==> src/rtl/exc_pkg.sv <==
// Constants for the reset-vector and mode-select block: vectors, source
// table, register map and field positions.
// Assumes a 16-bit vector space and a word-wide register slave.
`default_nettype none
package exc_pkg;
  // Fixed reset vectors
  localparam logic [15:0] VEC_HARD = 16'hFFFE;
  localparam logic [15:0] VEC_CMON = 16'hFFFC;
  localparam logic [15:0] VEC_WDOG = 16'hFFFA;

  // Interrupt sources, index 0 has the highest default priority
  localparam int NUM_SRC = 27;
  localparam int SRC_IDX_W = 5;
  localparam int SRC_TRAP = 0;
  localparam int SRC_SWI = 1;
  localparam int SRC_XIRQ = 2;
  localparam int SRC_IRQ = 3;
  localparam int SRC_RTI = 4;
  localparam int SRC_T0_CH = 5;
  localparam int SRC_T0_OVF = 13;
  localparam int SRC_T1_CH = 16;
  localparam int SRC_T1_OVF = 24;
  localparam int NUM_CH = 8;
  localparam logic [7:0] VEC_OFFSET [NUM_SRC] = '{
    8'hF8, 8'hF6, 8'hF4, 8'hF2, 8'hF0,
    8'hEE, 8'hEC, 8'hEA, 8'hE8, 8'hE6, 8'hE4, 8'hE2, 8'hE0,
    8'hDE, 8'hDC, 8'hDA,
    8'hAE, 8'hAC, 8'hAA, 8'hA8, 8'hA6, 8'hA4, 8'hA2, 8'hA0,
    8'h9E, 8'h9C, 8'h9A};

  // Register byte addresses
  localparam int ADDR_W = 6;
  localparam logic [5:0] REG_MODE = 6'h00;
  localparam logic [5:0] REG_VBASE = 6'h04;
  localparam logic [5:0] REG_FREEZE = 6'h08;
  localparam logic [5:0] REG_OSC_CFG = 6'h0C;
  localparam logic [5:0] REG_WDOG_CTRL = 6'h10;
  localparam logic [5:0] REG_TIMER_IE = 6'h14;
  localparam logic [5:0] REG_STATUS = 6'h18;
  localparam logic [5:0] REG_MASK = 6'h1C;
  localparam logic [5:0] REG_PENDING = 6'h20;

  // Reset values and fields
  localparam logic [7:0] VBASE_RESET = 8'hFF;
  localparam logic MODE_NORMAL = 1'b1;
  localparam logic MODE_SPECIAL = 1'b0;
  localparam logic OSC_EN_RESET = 1'b0;
  localparam logic [2:0] WDOG_OFF = 3'h0;
  localparam int T1_IE_LSB = 8;
  localparam int NUM_EV = 4;
  localparam int EV_DISPATCH = 0;
  localparam int EV_CMON = 1;
  localparam int EV_WDOG = 2;
  localparam int EV_MODE = 3;
  localparam int PEND_ANY_BIT = 8;

  typedef enum logic [0:0] {disp_idle, disp_offer} disp_state_t;
endpackage
`default_nettype wire

==> src/rtl/exc_prio_pick.sv <==
// Fixed-priority picker: lowest set index wins.
// Assumes requests are already masked and gated by the caller.
`default_nettype none
module exc_prio_pick #(
  parameter int WIDTH = 27,
  parameter int IDX_W = 5
) (
  input wire logic [WIDTH-1:0] req,
  output logic any,
  output logic [IDX_W-1:0] idx
);
  always_comb begin
    any = 1'b0;
    idx = '0;
    // Walk from lowest priority up so the highest one is written last
    for (int i = WIDTH - 1; i >= 0; i--) begin
      if (req[i]) begin
        any = 1'b1;
        idx = IDX_W'(i);
      end
    end
  end
endmodule
`default_nettype wire

==> src/rtl/exc_vector_unit.sv <==
// Reset vectoring, operating-mode select and prioritised interrupt vectors.
// Assumes a processor core that answers irq_req with a one-cycle irq_ack,
// and a clock/reset unit that holds the cause levels through reset.
`default_nettype none
module exc_vector_unit (
  input wire logic core_clk,
  input wire logic rst,
  input wire logic [5:0] avs_address,
  input wire logic avs_read,
  input wire logic avs_write,
  input wire logic [31:0] avs_writedata,
  input wire logic [3:0] avs_byteenable,
  output logic [31:0] avs_readdata,
  output logic avs_waitrequest,
  output logic irq,
  input wire logic mode_select_input,
  input wire logic cause_power_on,
  input wire logic cause_low_voltage,
  input wire logic cause_pin,
  input wire logic cause_illegal_addr,
  input wire logic cause_clock_monitor,
  input wire logic cause_watchdog,
  input wire logic clock_monitor_fail,
  input wire logic watchdog_timeout,
  input wire logic ccr_i_mask,
  input wire logic ccr_x_mask,
  input wire logic trap_req,
  input wire logic swi_req,
  input wire logic xirq_req,
  input wire logic irq_pin_req,
  input wire logic rti_req,
  input wire logic [7:0] first_timer_ch_req,
  input wire logic [2:0] first_timer_ovf_req,
  input wire logic [7:0] second_timer_ch_req,
  input wire logic [2:0] second_timer_ovf_req,
  input wire logic irq_ack,
  output logic irq_req,
  output logic [15:0] irq_vector,
  output logic [15:0] reset_vector,
  output logic reset_vector_valid,
  output logic normal_mode,
  output logic debug_active,
  output logic [7:0] freeze,
  output logic cmon_reset_req,
  output logic wdog_reset_req
);
  logic in_reset;
  logic [7:0] vector_base_register;
  logic [7:0] freeze_enable;
  logic oscillator_enable_bit;
  logic [2:0] watchdog_rate_bits;
  logic [15:0] timer_irq_enable;
  logic [exc_pkg::NUM_EV-1:0] status;
  logic [exc_pkg::NUM_EV-1:0] mask;
  logic [exc_pkg::NUM_EV-1:0] events;
  logic [exc_pkg::NUM_EV-1:0] next_status;
  logic [exc_pkg::NUM_SRC-1:0] raw_req;
  logic [exc_pkg::NUM_SRC-1:0] eligible;
  logic [exc_pkg::SRC_IDX_W-1:0] win_idx;
  logic win_any;
  logic next_mode;
  logic mode_write_ok;
  logic do_write;
  logic [31:0] be_mask;
  logic [31:0] wdata;
  logic [31:0] next_readdata;
  logic hard_cause;
  logic cmon_gated;
  logic wdog_gated;
  exc_pkg::disp_state_t disp_state;

  // Register bus: one wait cycle, then the access completes
  assign do_write = avs_write && !avs_waitrequest;
  assign be_mask = {{8{avs_byteenable[3]}}, {8{avs_byteenable[2]}},
                    {8{avs_byteenable[1]}}, {8{avs_byteenable[0]}}};
  assign wdata = avs_writedata & be_mask;

  always_ff @(posedge core_clk) begin
    if (rst) begin
      avs_waitrequest <= 1'b1;
    end else begin
      avs_waitrequest <= !((avs_read || avs_write) && avs_waitrequest);
    end
  end

  always_comb begin
    next_readdata = 32'h0000_0000;
    case (avs_address)
      exc_pkg::REG_MODE: next_readdata[0] = normal_mode;
      exc_pkg::REG_VBASE: next_readdata[7:0] = vector_base_register;
      exc_pkg::REG_FREEZE: next_readdata[7:0] = freeze_enable;
      exc_pkg::REG_OSC_CFG: next_readdata[0] = oscillator_enable_bit;
      exc_pkg::REG_WDOG_CTRL: next_readdata[2:0] = watchdog_rate_bits;
      exc_pkg::REG_TIMER_IE: next_readdata[15:0] = timer_irq_enable;
      exc_pkg::REG_STATUS: next_readdata[exc_pkg::NUM_EV-1:0] = status;
      exc_pkg::REG_MASK: next_readdata[exc_pkg::NUM_EV-1:0] = mask;
      exc_pkg::REG_PENDING: begin
        next_readdata[7:0] = exc_pkg::VEC_OFFSET[win_idx];
        next_readdata[exc_pkg::PEND_ANY_BIT] = win_any;
      end
      default: next_readdata = 32'h0000_0000;
    endcase
  end

  always_ff @(posedge core_clk) begin
    if (rst) begin
      avs_readdata <= 32'h0000_0000;
    end else if (avs_read && avs_waitrequest) begin
      avs_readdata <= next_readdata;
    end
  end

  // Plain control registers
  always_ff @(posedge core_clk) begin
    if (rst) begin
      vector_base_register <= exc_pkg::VBASE_RESET;
      freeze_enable <= 8'h00;
      oscillator_enable_bit <= exc_pkg::OSC_EN_RESET;
      watchdog_rate_bits <= exc_pkg::WDOG_OFF;
      timer_irq_enable <= 16'h0000;
      mask <= '0;
    end else if (do_write) begin
      case (avs_address)
        exc_pkg::REG_VBASE: begin
          if (avs_byteenable[0]) vector_base_register <= wdata[7:0];
        end
        exc_pkg::REG_FREEZE: begin
          if (avs_byteenable[0]) freeze_enable <= wdata[7:0];
        end
        exc_pkg::REG_OSC_CFG: begin
          if (avs_byteenable[0]) oscillator_enable_bit <= wdata[0];
        end
        exc_pkg::REG_WDOG_CTRL: begin
          if (avs_byteenable[0]) watchdog_rate_bits <= wdata[2:0];
        end
        exc_pkg::REG_TIMER_IE: begin
          timer_irq_enable <= (timer_irq_enable & ~be_mask[15:0]) | wdata[15:0];
        end
        exc_pkg::REG_MASK: begin
          if (avs_byteenable[0]) mask <= wdata[exc_pkg::NUM_EV-1:0];
        end
        default: begin
        end
      endcase
    end
  end

  // Mode: strap caught at the first edge after reset release
  assign mode_write_ok = do_write && avs_byteenable[0] && (avs_address == exc_pkg::REG_MODE)
                         && (normal_mode == exc_pkg::MODE_SPECIAL) && wdata[0];

  always_comb begin
    next_mode = normal_mode;
    if (in_reset) begin
      next_mode = mode_select_input;
    end else if (mode_write_ok) begin
      // Only special to normal; going back would hand debug to a running app
      next_mode = exc_pkg::MODE_NORMAL;
    end
  end

  always_ff @(posedge core_clk) begin
    if (rst) begin
      in_reset <= 1'b1;
      normal_mode <= exc_pkg::MODE_SPECIAL;
      debug_active <= 1'b0;
    end else begin
      in_reset <= 1'b0;
      normal_mode <= next_mode;
      debug_active <= (next_mode == exc_pkg::MODE_SPECIAL);
    end
  end

  // Freeze follows debug state one cycle later
  always_ff @(posedge core_clk) begin
    if (rst) begin
      freeze <= 8'h00;
    end else begin
      freeze <= freeze_enable & {8{debug_active}};
    end
  end

  // Reset vector chosen at release from held causes
  assign hard_cause = cause_power_on || cause_low_voltage || cause_pin
                      || cause_illegal_addr;

  always_ff @(posedge core_clk) begin
    if (rst) begin
      reset_vector <= exc_pkg::VEC_HARD;
      reset_vector_valid <= 1'b0;
    end else if (in_reset) begin
      if (hard_cause) begin
        reset_vector <= exc_pkg::VEC_HARD;
      end else if (cause_clock_monitor) begin
        reset_vector <= exc_pkg::VEC_CMON;
      end else if (cause_watchdog) begin
        reset_vector <= exc_pkg::VEC_WDOG;
      end else begin
        reset_vector <= exc_pkg::VEC_HARD;
      end
      // Special mode runs the debug monitor instead of the vector
      reset_vector_valid <= (mode_select_input == exc_pkg::MODE_NORMAL);
    end
  end

  // Local gating of the two soft reset sources
  assign cmon_gated = clock_monitor_fail && oscillator_enable_bit;
  assign wdog_gated = watchdog_timeout && (watchdog_rate_bits != exc_pkg::WDOG_OFF);

  always_ff @(posedge core_clk) begin
    if (rst) begin
      cmon_reset_req <= 1'b0;
      wdog_reset_req <= 1'b0;
    end else begin
      cmon_reset_req <= cmon_gated;
      wdog_reset_req <= wdog_gated;
    end
  end

  // Source table in default priority order; overflow (bit2) leads its group
  assign raw_req = {second_timer_ovf_req[0], second_timer_ovf_req[1], second_timer_ovf_req[2],
                    second_timer_ch_req, first_timer_ovf_req[0], first_timer_ovf_req[1],
                    first_timer_ovf_req[2], first_timer_ch_req,
                    rti_req, irq_pin_req, xirq_req, swi_req, trap_req};

  always_comb begin
    eligible = raw_req;
    eligible[exc_pkg::SRC_XIRQ] = raw_req[exc_pkg::SRC_XIRQ] && !ccr_x_mask;
    for (int i = exc_pkg::SRC_IRQ; i < exc_pkg::NUM_SRC; i++) begin
      eligible[i] = raw_req[i] && !ccr_i_mask;
    end
    for (int c = 0; c < exc_pkg::NUM_CH; c++) begin
      eligible[exc_pkg::SRC_T0_CH + c] = eligible[exc_pkg::SRC_T0_CH + c]
                                         && timer_irq_enable[c];
      eligible[exc_pkg::SRC_T1_CH + c] = eligible[exc_pkg::SRC_T1_CH + c]
                                         && timer_irq_enable[exc_pkg::T1_IE_LSB + c];
    end
  end

  exc_prio_pick #(
    .WIDTH(exc_pkg::NUM_SRC),
    .IDX_W(exc_pkg::SRC_IDX_W)
  ) u_pick (
    .req(eligible),
    .any(win_any),
    .idx(win_idx)
  );

  // Offer stays live: a higher request arriving while offered replaces it
  always_ff @(posedge core_clk) begin
    if (rst) begin
      disp_state <= exc_pkg::disp_idle;
      irq_req <= 1'b0;
      irq_vector <= 16'h0000;
    end else begin
      case (disp_state)
        exc_pkg::disp_idle: begin
          if (win_any) begin
            disp_state <= exc_pkg::disp_offer;
            irq_req <= 1'b1;
            irq_vector <= {vector_base_register, exc_pkg::VEC_OFFSET[win_idx]};
          end
        end
        exc_pkg::disp_offer: begin
          if (irq_ack || !win_any) begin
            disp_state <= exc_pkg::disp_idle;
            irq_req <= 1'b0;
          end else begin
            irq_vector <= {vector_base_register, exc_pkg::VEC_OFFSET[win_idx]};
          end
        end
        default: begin
          disp_state <= exc_pkg::disp_idle;
          irq_req <= 1'b0;
        end
      endcase
    end
  end

  // Sticky events, write one to clear, a new event beats the clear
  always_comb begin
    events = '0;
    events[exc_pkg::EV_DISPATCH] = irq_req && irq_ack;
    events[exc_pkg::EV_CMON] = cmon_gated;
    events[exc_pkg::EV_WDOG] = wdog_gated;
    events[exc_pkg::EV_MODE] = mode_write_ok;
    next_status = status;
    if (do_write && avs_byteenable[0] && (avs_address == exc_pkg::REG_STATUS)) begin
      next_status = status & ~wdata[exc_pkg::NUM_EV-1:0];
    end
    next_status = next_status | events;
  end

  always_ff @(posedge core_clk) begin
    if (rst) begin
      status <= '0;
      irq <= 1'b0;
    end else begin
      status <= next_status;
      irq <= |(next_status & mask);
    end
  end
endmodule
`default_nettype wire

==> config.mk <==
export PLATFORM = sky130hd
export DESIGN_NAME = exc_vector_unit
export DESIGN_NICKNAME = d
export VERILOG_FILES = /design/src/rtl/exc_pkg.sv /design/src/rtl/exc_prio_pick.sv /design/src/rtl/exc_vector_unit.sv
export SDC_FILE = /design/constraint.sdc
export NUM_CORES = 1
export LEC_CHECK = 0
export ABC_AREA = 1
export BUFFER_PORTS_ARGS = -buffer_cell sky130_fd_sc_hd__buf_2
export CAP_MARGIN = 20
export CORE_AREA = 2 2 117 119
export CTS_CLUSTER_SIZE = 25
export DETAILED_ROUTE_END_ITERATION = 10
export DIE_AREA = 0 0 119 121
export GPL_TIMING_DRIVEN = 0
export PLACE_DENSITY = 0.55
export SYNTH_ARGS = -nofsm -noshare
export SYNTH_HDL_FRONTEND = slang
export SYNTH_SLANG_ARGS = --single-unit
==> constraint.sdc <==
create_clock -name core_clk -period 3.7 [get_ports core_clk]
set_input_delay 0.74 -clock core_clk [delete_from_list [all_inputs] [get_ports core_clk]]
set_output_delay 0.74 -clock core_clk [all_outputs]
set_load 0.005 [all_outputs]
==> summary by stage <==
Timing
The slew of the pin with the lowest slew margin is 0.668 ns. The number of pins exceeding their max-slew limit in the final report is 0. The clock period minus final worst setup slack is 3.21 ns. Setup slack on the critical path of the routed design comes to 0.495 ns. Setup violations remaining at the end of the flow were counted as 0.

Across the routed clock network, the largest skew measured is 0.0102 ns. The hold violation count in the final report is 0. The maximum clock rate is 312 MHz.

Measured against its own limit, the worst slew margin works out to 55.5%. After routing, the total negative slack on setup checks comes to 0 ns. Dividing the final minimum period by the clock period gives 86.6%. Setup repair after global routing left no endpoint under its margin.

Die
The die covers 14,400 sq um. Once the floorplan was initialized, standard cells occupied 34.4% of the core. During I/O placement, the number of pins put on the boundary was 165. In this run the horizontal extent of the chip is 119 um.

The floorplan has 42 rows. The height of the die is 121 um. The total core area is 13,100 sq um.

Min path
The type of the tightest min-delay check is register to register.

Logic synthesis
The mean instance size in the synthesized netlist is 7.24 sq um. The synthesized netlist occupies a cell area of 4500 sq um. The flip-flop and latch count after synthesis is 95.

Synthesis handed over a netlist of 621 instances. Summing the sequential cell areas from Yosys gives 42.3% of the chip area. The warning count from the yosys run is 0.

Counting distinct cell types in the post-synthesis netlist gives 44.

Finish
In the final layout, the share of cells above drive strength 1 is 25.1%. Leaving out fill and tap cells, the most frequent cell in the layout is sky130_fd_sc_hd__nand2_1. Compared with the post-synthesis result, the final layout area differs by 27.4%. For this run, the post-layout net count is 863.

0 antenna diodes ended up in the layout. The fraction of the core area covered by cells at the end of the flow is 43.8%. The post-route standard cell area excluding fillers is 5730 sq um. In the layout the commonest cells are 132 x sky130_fd_sc_hd__nand2_1, 115 x sky130_fd_sc_hd__buf_2, 95 x sky130_fd_sc_hd__dfxtp_1.

Worst setup path
The largest single stage delay on the critical path is 0.28 ns. The largest fanout on the critical path is 10. The critical setup path kind is input pin to register. The signal on the critical path passes through buf_2 -> inv_2 -> buf_6 -> buf_8 -> nand2_1 -> nor2_1 -> nor2_1 -> o211ai_1 -> a31oi_1 -> o21bai_1 -> a31oi_1 -> o21bai_1 -> nand3_1 -> ha_1 -> o21ai_2 -> a21oi_1 -> a31oi_1 -> inv_1 -> o2111ai_1 -> nand2_1 -> a21oi_1. The data arrival time at the worst-slack endpoint is 3.48 ns. STA classifies the critical path startpoint as an input pin.

In this design, the critical path's most frequently occurring cell is sky130_fd_sc_hd__a31oi_1. The data required time of the worst path is 3.97 ns. The worst setup path is captured at a register. The critical path's top delay family is compound AO/OA/AOI/OAI gates. Together, buffers and inverters on the worst path number 5. For this design, the slowest cell found on the critical path is sky130_fd_sc_hd__ha_1.

Placed design
The global placer's final weighted congestion is 0.914. The detailed placement HPWL is 10,800 um. The placed instances occupy a cell area of 5400 sq um. During placement, the flow inserted port buffers numbering 114.

Timing analysis after detailed placement gives a worst setup slack of 0.0950 ns.

Pwr
Net switching is 24.8% of the power. Per report_power, the combinational group accounts for 11.3% of the total. The clock network burns 43.5% of the power.

Dividing total power by cell area gives a power density of 413 nW/um^2. In this run, flip-flops and latches consume 45.3% of the power. For this design the static power due to leakage is 2.75 nW. The largest vdd supply drop is 0.000227 V.

The net switching power is 0.587 mW. The cell-internal power is 1.78 mW.

Route
The first TritonRoute pass finished after 5 iterations. Summed over all layers, the routed wires come to 13,600 um. The detailed router's first-iteration violation count is 325. Across all layers, the routed design uses 4,427 vias.

The remaining routing DRC violations is 0. Once detail routing completed, the nets flagged for antenna violations numbered 0. Dividing the detail-routed wire length by the instance count gives 14.3 um. In the routed layout, each cell is associated on average with a via count of 4.63.

GRT
Global routing used 19.2% of the available tracks across all layers. The number of antenna violations at the first check in global routing is 0. Summed over all layers, the global routing overflow is 0.

The pin count of the biggest net entering global routing is 17. The global-route wire length before repair is 21,300 um. The number of global-route vias before repair came to 4,091.

Clock tree
The number of hold-repair buffers added at the cts stage is 0. The maximum number of buffers from clock root to sink is 2. The latest clock arrival within the worst-skew pair is 0.35 ns. The TritonCTS buffer count is 9.

The root buffer cell is sky130_fd_sc_hd__clkbuf_16. The number of post-CTS setup repair buffers is 0. After clock tree synthesis, the repair step resized 0 gates. The CTS tree is done. Clock-pin slew was measured on the worst setup and hold paths at 0.07 ns.

The count of clock tree sinks is 95. CTS built an H-tree with a depth of 3.

Run status
The flow ran to the end, and the final reports show no timing, DRC or antenna violations.

Flow run
Max-cap violations in this run came to 0.
[power by group through the flow]
stage	clock, mW	combinational, mW	sequential (mW)
final	1.03	0.266	1.07
after global routing	1.08	0.298	1.07
after CTS	1.04	0.265	1.07
after detailed placement	0	0.264	1.09
after global placement	0	0.260	1.09
after floorplan	0	0.149	1.09
[path summary, 6_finish.rpt]
path	startpoint	end	slack, ns	cells past startpoint
worst max-delay path	ccr_i_mask	avs_readdata[3]	0.49	21
worst min-delay path	irq_vector[8]	irq_vector[8]	0.46	2
worst max register to register	register	avs_readdata[3]	0.79	33
worst min register to register	irq_vector[8]	irq_vector[8]	0.46	2
[per-stage QoR]
step | total power, mW | hold slack [ns] | instances
global route | 2.45 | 0.477 | 956
global placement | 1.35 | 0.442 | 940
finish | 2.36 | 0.460 | 956
detailed placement | 1.36 | 0.450 | 940
floorplan | 1.24 | 0.420 | 650
CTS | 2.38 | 0.464 | 956
[cells in the mapped netlist, drive strengths merged]
| library cell | n | area share, % |
|---|---|---|
| a2111oi | 1 | 0.19 |
| a211oi | 1 | 0.17 |
| a21oi | 60 | 6.8 |
| a221oi | 3 | 0.58 |
| a22oi | 1 | 0.17 |
| a31oi | 5 | 0.70 |
| a32o | 1 | 0.22 |
| buf | 36 | 6.2 |
| clkbuf | 14 | 1.2 |
| clkinv | 1 | 0.083 |
| conb | 2 | 0.17 |
| dfxtp | 95 | 42 |
| ha | 3 | 0.83 |
| inv | 64 | 5.3 |
| nand2 | 136 | 12 |
| nand3 | 27 | 4.6 |
| nand4 | 2 | 0.28 |
| nor2 | 72 | 6.2 |
| nor3 | 11 | 1.3 |
| nor3b | 1 | 0.17 |
| nor4 | 2 | 0.28 |
| o2111ai | 2 | 0.39 |
| o211ai | 4 | 0.67 |
| o21a | 1 | 0.17 |
| o21ai | 60 | 6.8 |
| o21bai | 5 | 0.83 |
| o221ai | 1 | 0.19 |
| o22ai | 5 | 0.70 |
| o31ai | 3 | 0.61 |
| or2 | 2 | 0.28 |
[metal layers]
metal / part of all wire, % / global-route usage [%]
met5: 0 / 0
met4: 1.6 / 5.58
met3: 5.0 / 3.34
met2: 46 / 30.9
met1: 48 / 26.4
[tightest hold or removal path, delay by kind of cell (launching register included)]
kind             cells  cell delay [ns]
AO/OA/AOI/OAI        1             0.05
flip-flops           1             0.31
AND/OR/NAND/NOR      1             0.06
[area by class of cell]
class / count / area [sq um]
Inverter: 65 / 244
Clock inverter: 6 / 91.3
Fill cell: 1361 / 7360
Sequential cell: 95 / 1900
Clock buffer: 10 / 239
Timing Repair Buffer: 114 / 571
Buffer: 50 / 332
Tap cell: 176 / 220
Multi-Input combinational cell: 440 / 2130
[logic make-up (layout without fill, tap and decap cells)]
| kind of cell | count (synthesis) | after routing | synth area share (%) |
|---|---|---|---|
| compound gates | 153 | 153 | 19.2 |
| fa+ha+maj | 3 | 3 | 0.835 |
| buf+inv | 115 | 245 | 12.8 |
| flops | 95 | 95 | 42.3 |
| other cells | 2 | 31 | 0.167 |
| simple gates | 253 | 253 | 24.7 |
Note: power is estimated with default switching activity, not from simulation.
